==> config.mk <==
export PLATFORM = sky130hd
export DESIGN_NAME = scl_top
export DESIGN_NICKNAME = d
export VERILOG_FILES = /design/src/scl_pkg.sv /design/src/scl_top.sv
export SDC_FILE = /design/constraint.sdc
export NUM_CORES = 1
export LEC_CHECK = 0
export BUFFER_PORTS_ARGS = -buffer_cell sky130_fd_sc_hd__clkbuf_2
export CORE_ASPECT_RATIO = 1.1
export CORE_MARGIN = 5
export CORE_UTILIZATION = 40
export CTS_CLUSTER_SIZE = 25
export DETAILED_ROUTE_END_ITERATION = 10
export PLACE_DENSITY = 0.69
export SLEW_MARGIN = 20
export SYNTH_ARGS = -nofsm -noshare
export SYNTH_HDL_FRONTEND = slang
export SYNTH_SLANG_ARGS = --single-unit
==> constraint.sdc <==
create_clock -name core_clk -period 4.1 [get_ports core_clk]
set_input_delay 0.41 -clock core_clk [delete_from_list [all_inputs] [get_ports core_clk]]
set_output_delay 0.41 -clock core_clk [all_outputs]
set_load 0.05 [all_outputs]
==> src/scl_pkg.sv <==
// Package for the system control lower-field register bank
package scl_pkg;
  // Register byte offsets
  localparam logic [7:0] SCL_OFS_CTRL0 = 8'h00;
  localparam logic [7:0] SCL_OFS_CTRL1 = 8'h04;
  localparam logic [7:0] SCL_OFS_IRQST = 8'h08;
  localparam logic [7:0] SCL_OFS_IRQMSK = 8'h0C;
  // Field positions
  localparam int SCL_B_ZOOM = 20;
  localparam int SCL_B_BDN = 15;
  localparam int SCL_B_BUP = 14;
  localparam int SCL_B_ACT = 13;
  localparam int SCL_B_ONE = 12;
  localparam int SCL_B_STRM = 11;
  localparam int SCL_B_DUP = 10;
  localparam int SCL_B_DDN = 9;
  localparam int SCL_B_PROBE = 8;
  localparam int SCL_B_LOWP = 6;
  localparam int SCL_B_WP = 5;
  localparam int SCL_B_PAR = 4;
  localparam int SCL_B_KEEP = 1;
  localparam int SCL_B_SEL = 0;
  // Read-write bits of the register and its reset value
  localparam logic [20:0] SCL_RW_MASK = 21'h1FC07B;
  localparam logic [20:0] SCL_RESET = 21'h008060;
  // Interrupt status bits: activity of socket 0 and 1
  localparam logic [1:0] SCL_IRQ_RESET = 2'h0;
endpackage

==> src/scl_top.sv <==
// System control lower fields: register bank with AHB-Lite slave
module scl_top
  import scl_pkg::*;
(
  input  wire logic        core_clk,            // Clock, 10 MHz
  input  wire logic        sys_rst,             // Async reset, high
  input  wire logic        hsel,                // Slave select
  input  wire logic [31:0] haddr,               // Address
  input  wire logic [1:0]  htrans,              // Transfer type
  input  wire logic        hwrite,              // Write
  input  wire logic [2:0]  hsize,               // Size
  input  wire logic [31:0] hwdata,              // Write data
  input  wire logic        hready,              // Bus ready
  output logic      [31:0] hrdata,              // Read data
  output logic             hreadyout,           // Slave ready
  output logic             hresp,               // Response
  input  wire logic [1:0]  cardAccess,          // Access pulse per socket
  input  wire logic [1:0]  probeActive,         // Interrogation running
  input  wire logic        streamActive,        // Power stream shifting
  input  wire logic        upStreamSent,        // Power-up stream done
  input  wire logic        downStreamSent,      // Power-down stream done
  input  wire logic        delayExpired,        // Settling delay over
  input  wire logic        cardParityErr,       // Card parity error
  input  wire logic        powerEvent,          // Power event level
  input  wire logic        ringSignal,          // Ring indicate level
  input  wire logic        ring_out_enable,     // Card control ring enable
  output logic             reduced_zoom_video_en, // Tristate AD25..22
  output logic             read_burst_down_en,  // Downstream bursts
  output logic             read_burst_up_en,    // Upstream bursts
  output logic             low_power_en,        // Power savings
  output logic             identity_write_protect, // Identity read-only
  output logic             hold_clocks_running, // Keep clocks running
  output logic             sysErrReq,           // Parity to system error
  output logic             eventPinOut,         // Shared pin value
  output logic             eventPinOe,          // Shared pin drive enable
  output logic             irqOut               // Interrupt level
);

  // Whole state of the block
  typedef struct packed {
    logic [20:0] ctrl0;      // Function 0 copy
    logic [20:0] ctrl1;      // Function 1 copy
    logic [1:0]  activity;   // Socket activity flags
    logic        stream;     // Stream busy
    logic        power_up_delay_busy;    // Up delay busy
    logic        power_down_delay_busy;  // Down delay busy
    logic [1:0]  probe;      // Probe busy per socket
    logic [1:0]  irqStat;    // Sticky interrupt status
    logic [1:0]  irqMask;    // Interrupt mask
    logic        dphWrite;   // Data phase is a write
    logic        dphRead;    // Data phase is a read
    logic [7:0]  dphAddr;    // Latched offset
    logic [31:0] rdata;      // Read data
    logic        errReq;     // System error request
    logic        pinOut;     // Pin value
    logic        pinOe;      // Pin enable
    logic        irq;        // Interrupt level
  } scl_state_t;

  scl_state_t cur;
  scl_state_t next_st;

  // Builds the read view of one function's copy
  function automatic logic [31:0] scl_view(input logic [20:0] c,
                                           input logic act,
                                           input logic prb,
                                           input logic s, input logic u,
                                           input logic d);
    logic [31:0] v;
    v = {11'h000, c & SCL_RW_MASK};      // reserved R bits zero
    v[SCL_B_ACT] = act;
    v[SCL_B_ONE] = 1'b1;
    v[SCL_B_STRM] = s;
    v[SCL_B_DUP] = u;
    v[SCL_B_DDN] = d;
    v[SCL_B_PROBE] = prb;
    return v;
  endfunction

  logic addrPhase;
  assign addrPhase = hsel & htrans[1] & hready;

  // Next-state logic; a late address is decoded from the latched phase
  always_comb begin
    logic [20:0] wmerge;
    wmerge = 21'h000000;
    next_st = cur;
    next_st.dphWrite = addrPhase & hwrite;
    next_st.dphRead = addrPhase & ~hwrite;
    next_st.dphAddr = addrPhase ? haddr[7:0] : cur.dphAddr;
    next_st.rdata = 32'h00000000;
    // Register writes; reserved RW bits kept as written
    wmerge = hwdata[20:0] & SCL_RW_MASK;
    if (cur.dphWrite) begin
      case (cur.dphAddr)
        SCL_OFS_CTRL0: begin
          next_st.ctrl0 = wmerge;
        end
        SCL_OFS_CTRL1: begin
          // Shared fields act from function 0 only; this copy just stores them
          next_st.ctrl1 = wmerge;
        end
        SCL_OFS_IRQMSK: begin
          next_st.irqMask = hwdata[1:0];
        end
        default: begin
        end
      endcase
    end
    // Reads, with clear-on-read of activity; a new access wins
    if (addrPhase & ~hwrite) begin
      case (haddr[7:0])
        SCL_OFS_CTRL0: begin
          next_st.rdata = scl_view(cur.ctrl0, cur.activity[0],
                                   cur.probe[0], cur.stream,
                                   cur.power_up_delay_busy, cur.power_down_delay_busy);
          next_st.activity[0] = 1'b0;
        end
        SCL_OFS_CTRL1: begin
          next_st.rdata = scl_view(cur.ctrl1, cur.activity[1],
                                   cur.probe[1], cur.stream,
                                   cur.power_up_delay_busy, cur.power_down_delay_busy);
          next_st.activity[1] = 1'b0;
        end
        SCL_OFS_IRQST: begin
          next_st.rdata = {30'h00000000, cur.irqStat};
        end
        SCL_OFS_IRQMSK: begin
          next_st.rdata = {30'h00000000, cur.irqMask};
        end
        default: begin
          next_st.rdata = 32'h00000000;
        end
      endcase
    end
    // Write-one-to-clear status, new events win
    if (cur.dphWrite && cur.dphAddr == SCL_OFS_IRQST) begin
      next_st.irqStat = cur.irqStat & ~hwdata[1:0];
    end
    next_st.activity = next_st.activity | cardAccess;
    next_st.irqStat = next_st.irqStat | cardAccess;
    // Power switch sequencing status
    // A sent pulse wins over an expiry in the same cycle, so a
    // fresh stream is never lost behind the old delay
    if (upStreamSent) begin
      next_st.power_up_delay_busy = 1'b1;
    end else if (delayExpired) begin
      next_st.power_up_delay_busy = 1'b0;
    end
    if (downStreamSent) begin
      next_st.power_down_delay_busy = 1'b1;
    end else if (delayExpired) begin
      next_st.power_down_delay_busy = 1'b0;
    end
    next_st.stream = streamActive | next_st.power_up_delay_busy | next_st.power_down_delay_busy;
    next_st.probe = probeActive;
    // Parity forwarding gated by function 0 copy
    next_st.errReq = cardParityErr & cur.ctrl0[SCL_B_PAR];
    // Shared pin mux
    if (cur.ctrl0[SCL_B_SEL]) begin
      next_st.pinOut = powerEvent;
      next_st.pinOe = 1'b1;
    end else begin
      next_st.pinOut = ringSignal & ring_out_enable;
      next_st.pinOe = ring_out_enable;
    end
    next_st.irq = |(next_st.irqStat & next_st.irqMask);
  end

  // State register; reset to documented defaults
  always_ff @(posedge core_clk or posedge sys_rst) begin
    if (sys_rst) begin
      cur <= '0;
      cur.ctrl0 <= SCL_RESET;
      cur.ctrl1 <= SCL_RESET;
      cur.irqStat <= SCL_IRQ_RESET;
    end else begin
      cur <= next_st;
    end
  end

  // Outputs straight from state flops; hreadyout and hresp tied to constants
  assign hrdata = cur.rdata;
  assign hreadyout = 1'b1;
  assign hresp = 1'b0;
  assign reduced_zoom_video_en = cur.ctrl0[SCL_B_ZOOM];
  assign read_burst_down_en = cur.ctrl0[SCL_B_BDN];
  assign read_burst_up_en = cur.ctrl0[SCL_B_BUP];
  assign low_power_en = cur.ctrl0[SCL_B_LOWP];
  assign identity_write_protect = cur.ctrl0[SCL_B_WP];
  assign hold_clocks_running = cur.ctrl0[SCL_B_KEEP];
  assign sysErrReq = cur.errReq;
  assign eventPinOut = cur.pinOut;
  assign eventPinOe = cur.pinOe;
  assign irqOut = cur.irq;

  // Checks next to the logic
  a_parity_gate: assert property (@(posedge core_clk) disable iff (sys_rst)
    cardParityErr && !cur.ctrl0[SCL_B_PAR] |=> !sysErrReq)
    else $error("parity error reported while disabled");
  a_parity_pass: assert property (@(posedge core_clk) disable iff (sys_rst)
    cardParityErr && cur.ctrl0[SCL_B_PAR] |=> sysErrReq)
    else $error("parity error not reported");
  a_pin_event: assert property (@(posedge core_clk) disable iff (sys_rst)
    cur.ctrl0[SCL_B_SEL] |=> eventPinOe && eventPinOut == $past(powerEvent))
    else $error("power event not on shared pin");
  a_pin_tristate: assert property (@(posedge core_clk) disable iff (sys_rst)
    !cur.ctrl0[SCL_B_SEL] && !ring_out_enable |=> !eventPinOe)
    else $error("shared pin driven while off");
  a_activity_set: assert property (@(posedge core_clk) disable iff (sys_rst)
    cardAccess[0] |=> cur.activity[0])
    else $error("activity flag not set");
  a_activity_clr: assert property (@(posedge core_clk) disable iff (sys_rst)
    addrPhase && !hwrite && haddr[7:0] == SCL_OFS_CTRL0 && !cardAccess[0]
    |=> !cur.activity[0])
    else $error("activity flag not cleared by read");
  a_read_fixed: assert property (@(posedge core_clk) disable iff (sys_rst)
    addrPhase && !hwrite && haddr[7:0] == SCL_OFS_CTRL1
    |=> hrdata[SCL_B_ONE] && !hrdata[7] && !hrdata[2])
    else $error("reserved read bits wrong");
  a_up_delay: assert property (@(posedge core_clk) disable iff (sys_rst)
    upStreamSent |=> cur.power_up_delay_busy && cur.stream)
    else $error("up delay busy not set");
  a_delay_clear: assert property (@(posedge core_clk) disable iff (sys_rst)
    delayExpired && !upStreamSent && !downStreamSent && !streamActive
    |=> !cur.stream && !cur.power_up_delay_busy && !cur.power_down_delay_busy)
    else $error("busy bits not cleared after delay");
  a_probe_track: assert property (@(posedge core_clk) disable iff (sys_rst)
    !$past(sys_rst) |-> cur.probe == $past(probeActive))
    else $error("probe busy not tracking");

  // Bus decode shared by the checks below
  logic rdCtrl0;
  logic rdCtrl1;
  logic wrCtrl0;
  logic wrCtrl1;
  logic wrStat;
  logic wrMask;
  assign rdCtrl0 = addrPhase & ~hwrite & (haddr[7:0] == SCL_OFS_CTRL0);
  assign rdCtrl1 = addrPhase & ~hwrite & (haddr[7:0] == SCL_OFS_CTRL1);
  assign wrCtrl0 = cur.dphWrite & (cur.dphAddr == SCL_OFS_CTRL0);
  assign wrCtrl1 = cur.dphWrite & (cur.dphAddr == SCL_OFS_CTRL1);
  assign wrStat = cur.dphWrite & (cur.dphAddr == SCL_OFS_IRQST);
  assign wrMask = cur.dphWrite & (cur.dphAddr == SCL_OFS_IRQMSK);

  // Function 0 writes steer the shared controls one cycle later
  a_zoom_write: assert property (@(posedge core_clk)
    disable iff (sys_rst) wrCtrl0
    |=> reduced_zoom_video_en == $past(hwdata[SCL_B_ZOOM]))
    else $error("zoom control not written");
  a_bdn_write: assert property (@(posedge core_clk)
    disable iff (sys_rst) wrCtrl0
    |=> read_burst_down_en == $past(hwdata[SCL_B_BDN]))
    else $error("downstream burst control not written");
  a_bup_write: assert property (@(posedge core_clk)
    disable iff (sys_rst) wrCtrl0
    |=> read_burst_up_en == $past(hwdata[SCL_B_BUP]))
    else $error("upstream burst control not written");
  a_lowp_write: assert property (@(posedge core_clk)
    disable iff (sys_rst) wrCtrl0
    |=> low_power_en == $past(hwdata[SCL_B_LOWP]))
    else $error("low power control not written");
  a_wp_write: assert property (@(posedge core_clk)
    disable iff (sys_rst) wrCtrl0
    |=> identity_write_protect == $past(hwdata[SCL_B_WP]))
    else $error("write protect control not written");
  a_keep_write: assert property (@(posedge core_clk)
    disable iff (sys_rst) wrCtrl0
    |=> hold_clocks_running == $past(hwdata[SCL_B_KEEP]))
    else $error("clock keep control not written");
  a_sel_write: assert property (@(posedge core_clk)
    disable iff (sys_rst) wrCtrl0
    |=> cur.ctrl0[SCL_B_SEL] == $past(hwdata[SCL_B_SEL]))
    else $error("output select not written");
  a_par_write: assert property (@(posedge core_clk)
    disable iff (sys_rst) wrCtrl0
    |=> cur.ctrl0[SCL_B_PAR] == $past(hwdata[SCL_B_PAR]))
    else $error("parity control not written");

  // Function 1 keeps its own copy and never disturbs function 0
  a_func1_isolate: assert property (@(posedge core_clk)
    disable iff (sys_rst) wrCtrl1
    |=> cur.ctrl0 == $past(cur.ctrl0))
    else $error("function 1 write changed function 0");
  a_ctrl1_store: assert property (@(posedge core_clk)
    disable iff (sys_rst) wrCtrl1
    |=> cur.ctrl1[SCL_B_PAR] == $past(hwdata[SCL_B_PAR]) && !cur.ctrl1[13])
    else $error("function 1 copy not stored");

  // Read view: fixed bits, and data only stands after a read
  a_read_one0: assert property (@(posedge core_clk)
    disable iff (sys_rst) rdCtrl0
    |=> hrdata[SCL_B_ONE] && !hrdata[7] && !hrdata[2])
    else $error("function 0 fixed bits wrong");
  a_read_upper: assert property (@(posedge core_clk)
    disable iff (sys_rst) rdCtrl0 || rdCtrl1
    |=> hrdata[31:21] == 11'h000)
    else $error("upper read bits not zero");
  a_hrdata_idle: assert property (@(posedge core_clk)
    disable iff (sys_rst) !(addrPhase && !hwrite)
    |=> hrdata == 32'h00000000)
    else $error("read data outside a read");

  // Power switch busy bits hold until their delay runs out
  a_stream_busy: assert property (@(posedge core_clk)
    disable iff (sys_rst) streamActive
    |=> cur.stream)
    else $error("stream busy not set");
  a_stream_idle: assert property (@(posedge core_clk)
    disable iff (sys_rst) !streamActive && !cur.power_up_delay_busy && !cur.power_down_delay_busy &&
    !upStreamSent && !downStreamSent |=> !cur.stream)
    else $error("stream busy without cause");
  a_down_delay: assert property (@(posedge core_clk)
    disable iff (sys_rst) downStreamSent
    |=> cur.power_down_delay_busy && cur.stream)
    else $error("down delay busy not set");
  a_up_hold: assert property (@(posedge core_clk)
    disable iff (sys_rst) cur.power_up_delay_busy && !delayExpired
    |=> cur.power_up_delay_busy)
    else $error("up delay busy dropped early");
  a_down_hold: assert property (@(posedge core_clk)
    disable iff (sys_rst) cur.power_down_delay_busy && !delayExpired
    |=> cur.power_down_delay_busy)
    else $error("down delay busy dropped early");

  // Activity of socket 1, and a flag holds until it is read
  a_activity_set1: assert property (@(posedge core_clk)
    disable iff (sys_rst) cardAccess[1]
    |=> cur.activity[1])
    else $error("socket 1 activity not set");
  a_activity_clr1: assert property (@(posedge core_clk)
    disable iff (sys_rst) rdCtrl1 && !cardAccess[1]
    |=> !cur.activity[1])
    else $error("socket 1 activity not cleared");
  a_activity_hold: assert property (@(posedge core_clk)
    disable iff (sys_rst) cur.activity[0] && !rdCtrl0
    |=> cur.activity[0])
    else $error("activity flag lost before read");

  // Probe view and the ring path of the shared pin
  a_probe_view: assert property (@(posedge core_clk)
    disable iff (sys_rst) rdCtrl1
    |=> hrdata[SCL_B_PROBE] == $past(cur.probe[1]))
    else $error("probe busy not in read view");
  a_pin_ring: assert property (@(posedge core_clk)
    disable iff (sys_rst) !cur.ctrl0[SCL_B_SEL] && ring_out_enable
    |=> eventPinOe && eventPinOut == $past(ringSignal))
    else $error("ring out not on shared pin");

  // Interrupt level, mask and write-one-to-clear
  a_irq_level: assert property (@(posedge core_clk)
    disable iff (sys_rst) irqOut == |(cur.irqStat & cur.irqMask))
    else $error("interrupt level wrong");
  a_irq_clear: assert property (@(posedge core_clk)
    disable iff (sys_rst) wrStat && hwdata[0] && !cardAccess[0]
    |=> !cur.irqStat[0])
    else $error("status bit not cleared");
  a_mask_write: assert property (@(posedge core_clk)
    disable iff (sys_rst) wrMask
    |=> cur.irqMask == $past(hwdata[1:0]))
    else $error("mask not written");

endmodule

### After elaboration in Yosys (flattened, before gate mapping)

Index checks and enable logic that the tools add are counted.

| storage, ports and cells | value |
|---|---|
| register bits after elaboration | 82 |
| latch bits | 0 |
| memory bits (writable) | 0 |
| memory bits (read-only) | 0 |
| input port bits | 86 |
| output and inout port bits | 44 |
| word-level logic and storage cells | 55 |
| memories | 0 |

| operators by class | value |
|---|---|
| $add $sub $neg | 0 |
| multipliers | 0 |
| div/mod/pow operators | 0 |
| magnitude comparators | 0 |
| equal/unequal tests | 6 |
| shift-type cells | 0 |
| muxes and demuxes | 13 |
| bitwise gates (word level) | 14 |
| reductions and logical operators | 6 |

Operators with widths:

| operator | number |
|---|---|
| case mux 21 bit (4 select lines) | 1 |
| equality test 8 x 4 -> 1 bit, second input constant | 4 |
| two-way mux 21 bit | 1 |
| equality test 8 x 3 -> 1 bit, second input constant | 2 |
| zero test 8 bit | 2 |
| two-way mux 2 bit | 5 |
| AND 1 bit | 6 |
| two-way mux 1 bit | 6 |
| AND 2 bit | 2 |
| bitwise OR 2 bit | 2 |
| AND reduction 2 bit | 2 |
| inverter 2 bit | 1 |
| bitwise OR 1 bit | 2 |
| OR reduction 2 bit | 1 |
| logical AND 1 bit | 1 |
| inverter 1 bit | 1 |

### Longest topological paths before layout

Gate-level depths: netlist of run 1.

| logic depth | value |
|---|---|
| word-level depth | 6 |
| mapped depth | 5 |
| depth with buffers taken out | 4 |

### Least setup slack after synthesis of run 1

OpenSTA, ideal clock, no wires.

| path | value |
|---|---|
| path kind | reg2reg |
| start point | reg cur[36] (netlist bit) |
| end point | reg cur[78] (netlist bit) |
| library setup time | 0.127 ns |
| arrival | 1.826 ns |
| required time | 3.973 ns |
| setup slack | 2.146 ns |
| stages on the path, launching flop included | 6 |
| path buffers | 1 |
| period minus slack after synthesis | 1.954 ns |
| cell sequence | dfrtp_1 or4_4 nor4_4 and2b_2 buf_6 mux2_1 |

| between the ends | value |
|---|---|
| longest elaborated chain between the ends | 2 |

RTL lines:

| item | line | RTL |
|---|---|---|
| start: declaration | scl_top.sv:60 | `scl_state_t cur;` |
| start signal: assignment | scl_top.sv:178 | `cur <= next_st;` |
| zero test 8 bit | scl_top.sv:95 | `case (cur.dphAddr)` |
| AND reduction 2 bit (no source line) | - |  |

No other way between the ends.
A chain may end at the register's enable or synchronous reset.

### Worst setup path in the final report of run 1

| path | value |
|---|---|
| start point | reg cur[36] (netlist bit) |
| end point | reg cur (netlist bit hold_clocks_running) |

The elaborated chain is that of the path after synthesis.

==> reports/results.ini, run 1 <==
[cts]
cts_inserted_buffers = 9
cts.sink_count = 69
cts_hold_buf = 0
cts_max_level = 3
post_cts_buffers = 0
clk_pin_slew_worst_paths_ns = 0.07
cts_root_buffer = clkbuf_8
postCtsResizedCells = 0
cts_buffer_depth = 2
cts_tree = yes
clock_latency_ns = 0.34

[die]
rows = 33
die_h_um = 100.3
fp.dieArea_mm2 = 0.009244
die_w_um = 92.13
core-area_mm2 = 0.007350
start_util = 0.4038
ios = 130

[detailed_routing]
ant_nets = 0
drt_first_pass_iters = 4
route.detailed.drc = 0
vias_per_cell = 4.794
routedWlPerCell_um = 15.23
drt_iter0_drc = 28
wl_um = 5393
vias = 1697

[sta]
hold_ws_ns = 0.1291
slew_headroom = 0.5878
tns_ns = 0
timing.fmax_ghz = 0.4598
fin_skew_ns = 0.008035
slew_viol_final = 0
min_period_over_period = 0.5304
rsz0062_at_grt = false
setup_violations = 0
tightest_slew_ns = 0.6174
setup_ws_ns = 1.925
period_needed_ns = 2.175
hold_viol_final = 0

[power]
swShare = 0.2654
power_mw = 1.400
combPwrFrac = 0.126
clockPowerShare = 0.328
power.switching_mw = 0.3716
power_per_cell_area_mw_per_mm2 = 421.4
max-vdd-ir-drop_mv = 0.2036
p_seq_frac = 0.547
p_int_mw = 1.029
leakagePower_nw = 1.652

[global_routing]
grt_overflow = 0
grt_pass1_vias = 1802
grt_max_degree = 41
antenna_found_initial = 0
grt_pass1_wl_um = 8880
grtUsageTotal = 0.1276

[synthesis]
synth.top_cells.by_area = dfrtp_1 (53%), mux2_2 (10%), buf_4 (8.9%)
yosysUniqueCellTypes = 35
yosys.area.top_type = dfrtp_1
syn_avg_cell_area_um2 = 14.07
synth_edf_count = 0
ys_seq_area_frac = 0.5843
ys.flop_type = dfrtp_1
synth_seq_cells = 69
synthArstFlopShare = 1.000
synth_top_cell_area_share = 0.5312
ys_warn_count = 0
syn-cell-area_mm2 = 0.002968
synth_cells = 211

[setup_path]
required_ns = 4.31
cp-start-kind = flip-flop
r2r_end = hold_clocks_running
worst-endpoint-arrival_ns = 2.38
critPathMaxFanout = 13
reg2reg_depth = 4
critPathCaptureType = flip-flop
critPathCapture = hold_clocks_running
critPathKind = flip-flop to flip-flop
cp-startpoint = cur[36]
r2r_setup_slack_ns = 1.93
reg2reg_from = cur[36]

[placed_design]
place.detailed.hpwl_um = 3818
io_buffers = 67
pre_cts_ws_ns = 1.733
routabilityCongestion = 0.7834

[finish]
post_route_cells_drive_above_1_share = 0.4644
syn2layout_area_growth_pct = 11.97
nets = 349
insertedDiodeCount = 0

[run]
drv_cap = 0

[status]
status = completed

[worst_hold_path]
hp-class = input port to asynchronous set/reset pin

-- logic make-up (layout without fill, tap and decap cells) --
family          after synthesis  in the layout  share of synthesized area
compound gates               25             25                    0.06577
buf+inv                      45             88                     0.1088
flops                        69             69                     0.5843
mux                          40             40                     0.1589
other cells                   2             15                   0.002530
simple gates                 30             30                    0.07968
-- area by class of cell --
cell class                 instances  area (um2)
tap                               87       108.9
fill                             680        4026
clock buffer                      13       148.9
timing repair buffer              68       342.8
clock inverter                     2       10.01
inverter                           5       18.77
sequential                        69        1734
multi-input combinational        110       959.7
-- metal layers --
layer	global-route usage	up-vias	wire, um
li1	-	789	-
met5	0	-	0
met4	0.06171	0	93
met3	0.03898	9	281
met1	0.1509	852	2185
met2	0.2124	47	2832
-- cell usage after synthesis (all sizes together), types with 2 or more instances --
master / number
dfrtp: 63
buf: 39
mux2: 37
a22o: 13
dfstp: 6
a21o: 5
and2: 5
inv: 5
nand2: 5
or3: 3
a21oi: 2
and2b: 2
conb: 2
mux4: 2
nand3b: 2
nor2: 2
nor2b: 2
nor4: 2
o22ai: 2
or4: 2
-- sequential cells by signal, summed over array words and instances (netlist names) --
register                cells
cur                        40
eventPinOe                  1
eventPinOut                 1
hold_clocks_running         1
hrdata                     19
identity_write_protect      1
irqOut                      1
low_power_en                1
read_burst_down_en          1
read_burst_up_en            1
reduced_zoom_video_en       1
sysErrReq                   1
-- power by group through the flow --
stage	Clock, mW	Combinational, mW	Sequential (mW)
2_1_floorplan	0	0.115	0.800
3_3_place_gp	0	0.174	0.775
3_5_place_dp	0	0.178	0.778
4_1_cts	0.481	0.179	0.766
5_1_grt	0.506	0.191	0.773
6_report	0.459	0.176	0.766
-- critical path, cell delays in order, from the launching register on --
cell and delay [ns]:
dfrtp_1 0.39, or4_4 0.58, nor4_4 0.26, and2b_2 0.44, mux2_1 0.38
-- cells in the final DEF, fill, tap and decap left out, types with 3 or more instances in the layout --
master	count
nand2_1	4
mux2_1	10
a22o_1	13
a21o_1	5
inv_1	4
dfstp_2	6
conb_1	15
or3_1	3
mux2_2	27
clkbuf_2	67
and2_1	5
clkbuf_8	10
dfrtp_1	63
clkbuf_1	3
-- through the flow --
stage	util	area, um2	instances
after floorplan	-	3017	224
after global placement	0.4305	3164	339
after detailed placement	0.4305	3164	339
after CTS	0.4522	3323	354
after global routing	0.4522	3323	354
final	0.4522	3323	354
-- how the worst min path moves through the flow --
stage | to | slack (ns) | cells after the start
final | hrdata[10] | 0.13 | 2
after global routing | cur[51] | 0.17 | 1
after CTS | hrdata[10] | 0.14 | 2
after detailed placement | hrdata[11] | 0.44 | 1
after global placement | hrdata[11] | 0.43 | 1
after floorplan | hrdata[11] | 0.43 | 1
Note: power is estimated with default switching activity, not from simulation.
==> run 2: changes to the inputs <==
--- a/config.mk
+++ b/config.mk
@@ -11,7 +11,7 @@
 export CORE_UTILIZATION = 40
 export CTS_CLUSTER_SIZE = 25
 export DETAILED_ROUTE_END_ITERATION = 10
-export PLACE_DENSITY = 0.69
+export PLACE_DENSITY = 0.72
 export SLEW_MARGIN = 20
 export SYNTH_ARGS = -nofsm -noshare
 export SYNTH_HDL_FRONTEND = slang
==> constraint.sdc (replaced) <==
create_clock -name core_clk -period 1.8 [get_ports core_clk]
set_input_delay 0.18 -clock core_clk [delete_from_list [all_inputs] [get_ports core_clk]]
set_output_delay 0.18 -clock core_clk [all_outputs]
set_load 0.05 [all_outputs]
==> reports/results.ini, run 2 (synthesized netlist as in run 1, its figures left out) <==
[worst_hold_path]
min_from = hwrite
min_to = cur[45]
hp-class = input port to flip-flop  ; was input port to asynchronous set/reset pin
hold_path_depth = 3

[detailed_routing]
vias = 1762  ; was 1697
route.detailed.drc = 0  ; unchanged
drt_first_pass_iters = 4  ; unchanged
routedWlPerCell_um = 14.74  ; was 15.23 um
drt_iter0_drc = 59  ; was 28
wl_um = 5453  ; was 5393 um
vias_per_cell = 4.762  ; was 4.794
ant_nets = 0  ; unchanged

[setup_path]
critPathMaxFanout = 13  ; unchanged
required_ns = 2.02  ; was 4.31 ns
r2r_setup_slack_ns = -0.14  ; was 1.93 ns
critPathKind = flip-flop to flip-flop  ; unchanged
cp-start-kind = flip-flop  ; unchanged
reg2reg_from = cur[36]  ; unchanged
critPathCaptureType = flip-flop  ; unchanged
reg2reg_depth = 5  ; was 4
worst-endpoint-arrival_ns = 2.16  ; was 2.38 ns
r2r_end = cur[96]  ; was hold_clocks_running

[run]
drv_cap = 0  ; unchanged

[finish]
syn2layout_area_growth_pct = 18.17  ; was 11.97%
regArea_mm2 = 0.001734  ; unchanged
layout_common_cells = clkbuf_2 (67), dfrtp_1 (63), mux2_2 (26)  ; was clkbuf_2 (67), dfrtp_1 (63), mux2_2 (27)
multi_input_area_um2 = 963.4  ; was 959.7 um2
nets = 364  ; was 349
top_register = cur  ; unchanged
insertedDiodeCount = 0  ; unchanged
post_route_cells_drive_above_1_share = 0.4912  ; was 0.4644
final_common_cell = clkbuf_2  ; unchanged
largest_reg_flops = 40  ; unchanged
nFillCells = 656  ; was 680

[status]
violations = setup timing
status = finished, violations left  ; was completed

[power]
power_mw = 3.281  ; was 1.400 mW
max-vdd-ir-drop_mv = 0.4749  ; was 0.2036 mV
power_per_cell_area_mw_per_mm2 = 935.6  ; was 421.4 mW/mm2
leakagePower_nw = 1.746  ; was 1.652 nW

[global_routing]
grt_overflow = 0  ; unchanged
grt_max_degree = 34  ; was 41
grtUsageTotal = 0.1258  ; was 0.1276
grt_pass1_wl_um = 8797  ; was 8880 um
grt_pass1_vias = 1832  ; was 1802
antenna_found_initial = 0  ; unchanged

[die]
start_util = 0.4038  ; unchanged
core-area_mm2 = 0.007350  ; unchanged
fp.dieArea_mm2 = 0.009244  ; unchanged
rows = 33  ; unchanged
die_w_um = 92.13  ; unchanged
die_h_um = 100.3  ; unchanged
ios = 130  ; unchanged

[cts]
cts_buffer_depth = 2  ; unchanged
cts_max_level = 3  ; unchanged
cts.sink_count = 69  ; unchanged
clock_latency_ns = 0.33  ; was 0.34 ns
cts_root_buffer = clkbuf_8  ; unchanged
clk_pin_slew_worst_paths_ns = 0.08  ; was 0.07 ns
cts_tree = yes  ; unchanged
cts_inserted_buffers = 9  ; unchanged

[sta]
timing.fmax_ghz = 0.5145  ; was 0.4598 GHz
setup_violations = 27  ; was 0
slew_viol_final = 0  ; unchanged
setup_ws_ns = -0.1438  ; was 1.925 ns
rsz0062_at_grt = true  ; was false
tns_ns = -2.567  ; was 0 ns
fin_skew_ns = 0.01189  ; was 0.008035 ns
period_needed_ns = 1.944  ; was 2.175 ns
slew_headroom = 0.6316  ; was 0.5878
min_period_over_period = 1.080  ; was 0.5304
hold_viol_final = 0  ; unchanged
tightest_slew_ns = 0.5514  ; was 0.6174 ns

[placed_design]
io_buffers = 67  ; unchanged
routabilityCongestion = 0.8133  ; was 0.7834
place.detailed.hpwl_um = 4058  ; was 3818 um

-- run 2: cell count changes in the layout (fill, tap and decap cells not counted) --
cell,previous run,this run
inv_2,1,0
mux2_4,0,1
clkinv_2,2,3
buf_12,0,3
clkinvlp_4,0,2
mux2_2,27,26
clkbuf_8,10,11
dlygate4sd3_1,0,3
buf_4,1,10
clkbuf_1,3,1
-- run 2: through the flow --
| step | instance area, um2 | hold slack [ns] | instances | setup slack [ns] | utilization |
|---|---|---|---|---|---|
| after floorplan | 3020 | 0.2114 | 224 | -0.07822 | - |
| after global placement | 3296 | 0.2510 | 351 | -0.1233 | 0.4484 |
| after global routing | 3507 | 0.02644 | 370 | -0.2233 | 0.4772 |
| final | 3507 | 0.04273 | 370 | -0.1438 | 0.4772 |
| after detailed placement | 3296 | 0.2558 | 351 | -0.1253 | 0.4484 |
| after CTS | 3503 | 0.02831 | 370 | -0.1519 | 0.4767 |
-- run 2: repair_timing --
item | 4_1_cts | 5_1_grt
pin swaps | 0 | 2
resized for setup | 0 | 1
hold buffers | 3 | 0
setup buffers | 0 | 0
setup endpoints to repair | 27 | 31
hold endpoints to repair | 23 | 0
-- run 2: report_power, final --
group	leakage (nW)	total (mW)	internal, mW	switching (mW)
Sequential	0.851	1.74	1.67	0.0687
Combinational	0.802	0.425	0.164	0.260
Clock	0.0921	1.12	0.569	0.552
Total	1.75	3.28	2.40	0.881
-- run 2: how the worst max path moves through the flow --
stage                 start  endpoint  slack (ns)
global route        cur[36]   cur[95]       -0.22
CTS                 cur[36]   cur[96]       -0.15
floorplan           cur[36]   cur[78]       -0.08
finish              cur[36]   cur[96]       -0.14
global placement    cur[36]   cur[97]       -0.12
detailed placement  cur[36]   cur[96]       -0.13
-- run 2: final cells by class --
class / instances / share of cell area
Sequential cell: 69 / 0.4945
Multi-Input combinational cell: 110 / 0.2747
Timing Repair Buffer: 83 / 0.1427
Clock buffer: 12 / 0.04424
Tap cell: 87 / 0.03104
Clock inverter: 4 / 0.006422
Inverter: 5 / 0.006422
-- run 2: per-layer routing --
| metal | GRT usage | vias up | wire (um) |
|---|---|---|---|
| met5 | 0 | - | 0 |
| met4 | 0.05829 | 0 | 88 |
| met3 | 0.03898 | 7 | 249 |
| met2 | 0.2163 | 45 | 2972 |
| met1 | 0.1435 | 890 | 2142 |
| li1 | - | 820 | - |
-- run 2: worst max-delay path, stage by stage (launching register included) --
cell	delay, ns
dfrtp_1	0.38
or4_4	0.57
nor4_4	0.18
and2b_2	0.21
buf_12	0.15
mux2_2	0.33
==> run 3: changes to the inputs <==
==> constraint.sdc (replaced) <==
create_clock -name core_clk -period 1.8 [get_ports core_clk]
set_input_delay 0.45 -clock core_clk [delete_from_list [all_inputs] [get_ports core_clk]]
set_output_delay 0.45 -clock core_clk [all_outputs]
set_load 0.05 [all_outputs]
==> reports/results.ini, run 3 (synthesized netlist as in run 1, its figures left out) <==
[cts]
cts.sink_count = 69  ; unchanged
cts_max_level = 3  ; unchanged
cts_inserted_buffers = 9  ; unchanged
clk_pin_slew_worst_paths_ns = 0.07  ; was 0.08 ns
clock_latency_ns = 0.33  ; about the same
cts_buffer_depth = 2  ; unchanged
cts_root_buffer = clkbuf_8  ; unchanged
cts_hold_buf = 0  ; was 3
cts_tree = yes  ; unchanged

[setup_path]
cp-start-kind = flip-flop  ; unchanged
reg2reg_depth = 5  ; unchanged
required_ns = 2.02  ; about the same
worst-endpoint-arrival_ns = 2.17  ; was 2.16 ns
critPathKind = flip-flop to flip-flop  ; unchanged
critPathMaxFanout = 7  ; was 13
cp-startpoint = cur[36]  ; unchanged
reg2reg_from = cur[36]  ; unchanged
critPathCaptureType = flip-flop  ; unchanged

[detailed_routing]
routedWlPerCell_um = 14.99  ; was 14.74 um
ant_nets = 0  ; unchanged
drt_iter0_drc = 60  ; was 59
route.detailed.drc = 0  ; unchanged
wl_um = 5545  ; was 5453 um
vias = 1767  ; was 1762
drt_first_pass_iters = 4  ; unchanged
vias_per_cell = 4.776  ; was 4.762

[finish]
top_register = cur  ; unchanged
post_route_cells_drive_above_1_share = 0.5265  ; was 0.4912
largest_reg_flops = 40  ; unchanged
nets = 364  ; unchanged
final_common_cell = clkbuf_2  ; unchanged
nFillCells = 647  ; was 656
insertedDiodeCount = 0  ; unchanged
final_core_util = 0.4964  ; was 0.4772
layout_common_cells = clkbuf_2 (67), dfrtp_1 (63), mux2_2 (25)  ; was clkbuf_2 (67), dfrtp_1 (63), mux2_2 (26)
finalNonFillerCells = 370  ; unchanged
syn2layout_area_growth_pct = 22.93  ; was 18.17%

[global_routing]
grt_pass1_vias = 1901  ; was 1832
antenna_found_initial = 0  ; unchanged
grtUsageTotal = 0.1311  ; was 0.1258
grt_pass1_wl_um = 9252  ; was 8797 um
grt_max_degree = 26  ; was 34
grt_overflow = 0  ; unchanged

[die]
start_util = 0.4038  ; unchanged
fp.dieArea_mm2 = 0.009244  ; unchanged
ios = 130  ; unchanged
core-area_mm2 = 0.007350  ; unchanged
die_w_um = 92.13  ; unchanged
die_h_um = 100.3  ; unchanged
rows = 33  ; unchanged

[sta]
timing.fmax_ghz = 0.5121  ; was 0.5145 GHz
min_period_over_period = 1.085  ; was 1.080
fin_skew_ns = 0.006645  ; was 0.01189 ns
setup_ws_ns = -0.1528  ; was -0.1438 ns
setup_violations = 30  ; was 27
slew_viol_final = 0  ; unchanged
period_needed_ns = 1.953  ; was 1.944 ns
rsz0062_at_grt = true  ; unchanged
hold_viol_final = 0  ; unchanged

[status]
violations = setup timing  ; unchanged
status = finished, violations left  ; unchanged

[placed_design]
dpl.cell_count = 350  ; was 351
io_buffers = 67  ; unchanged
place.detailed.hpwl_um = 4018  ; was 4058 um
routabilityCongestion = 0.8118  ; was 0.8133

[power]
leakagePower_nw = 1.813  ; was 1.746 nW
power_per_cell_area_mw_per_mm2 = 1000  ; was 935.6 mW/mm2
max-vdd-ir-drop_mv = 0.4828  ; was 0.4749 mV

[run]
drv_cap = 0  ; unchanged

[worst_hold_path]
hp-class = input port to asynchronous set/reset pin  ; was input port to flip-flop

[run 3: cell types whose count changed in the layout (fill, tap and decap cells not counted), sizes merged]
| cell | delta |
|---|---|
| dlygate4sd3 | -3 |
| buf | +2 |
| bufinv | +2 |
| clkbuf | +2 |
| clkinv | -2 |
| clkinvlp | -1 |
[run 3: where the power goes]
group	internal (mW)	leakage, nW	switching [mW]
Sequential	1.67	0.851	0.0808
Clock	0.930	0.126	0.547
Combinational	0.168	0.836	0.256
Total	2.77	1.81	0.883
[run 3: final timing paths]
kind	end	slack [ns]
worst max register to register	cur[94]	-0.15
min in group core_clk	cur[51]	0.22
worst min-delay path	eventPinOut	0.06
worst min register to register	hrdata[11]	0.45
max in group asynchronous	identity_write_protect	1.18
worst max-delay path	cur[94]	-0.15
[run 3: critical path, cell delays in order (launching register included)]
cell and delay (ns):
dfrtp_1 0.38, or4_4 0.57, nor4_4 0.18, and2b_2 0.24, buf_12 0.14, mux2_1 0.32
[run 3: final cells by class]
cell class	instances	area, um2	area share
inverter	5	22.52	0.006173
clock buffer	13	178.9	0.04904
sequential	69	1734	0.4753
tap	87	108.9	0.02984
timing repair buffer	83	548.0	0.1502
multi-input combinational	110	991.0	0.2716
clock inverter	3	65.06	0.01783
[run 3: per-stage QoR]
| step | total power, mW | TNS (ns) | hold WS [ns] | worst slack (ns) | instance area, um2 |
|---|---|---|---|---|---|
| after floorplan | 2.084 | -0.9885 | 0.4277 | -0.07822 | 3028 |
| after global placement | 2.175 | -4.601 | 0.4256 | -0.2247 | 3329 |
| after detailed placement | 2.194 | -5.976 | 0.4247 | -0.2560 | 3329 |
| after CTS | 3.708 | -3.774 | 0.04931 | -0.1829 | 3603 |
| after global routing | 3.831 | -5.163 | 0.06446 | -0.2170 | 3649 |
| final | 3.649 | -3.208 | 0.06264 | -0.1528 | 3649 |
[run 3: layer usage]
metal  global-route usage  wire length (um)  vias to the layer above  part of all wire
met5                    0                 0                        -                 0
met4              0.05143                87                        0             0.016
met3              0.05247               406                        7             0.073
met2               0.2129              2820                       58              0.51
met1               0.1568              2230                      878              0.40
li1                     -                 -                      824                 -
[run 3: repair_timing]
action	CTS	global route
setup buffers	1	2
pin swaps	2	2
cloned	0	1
gates resized for setup	6	1
endpoints found under the setup margin	28	30
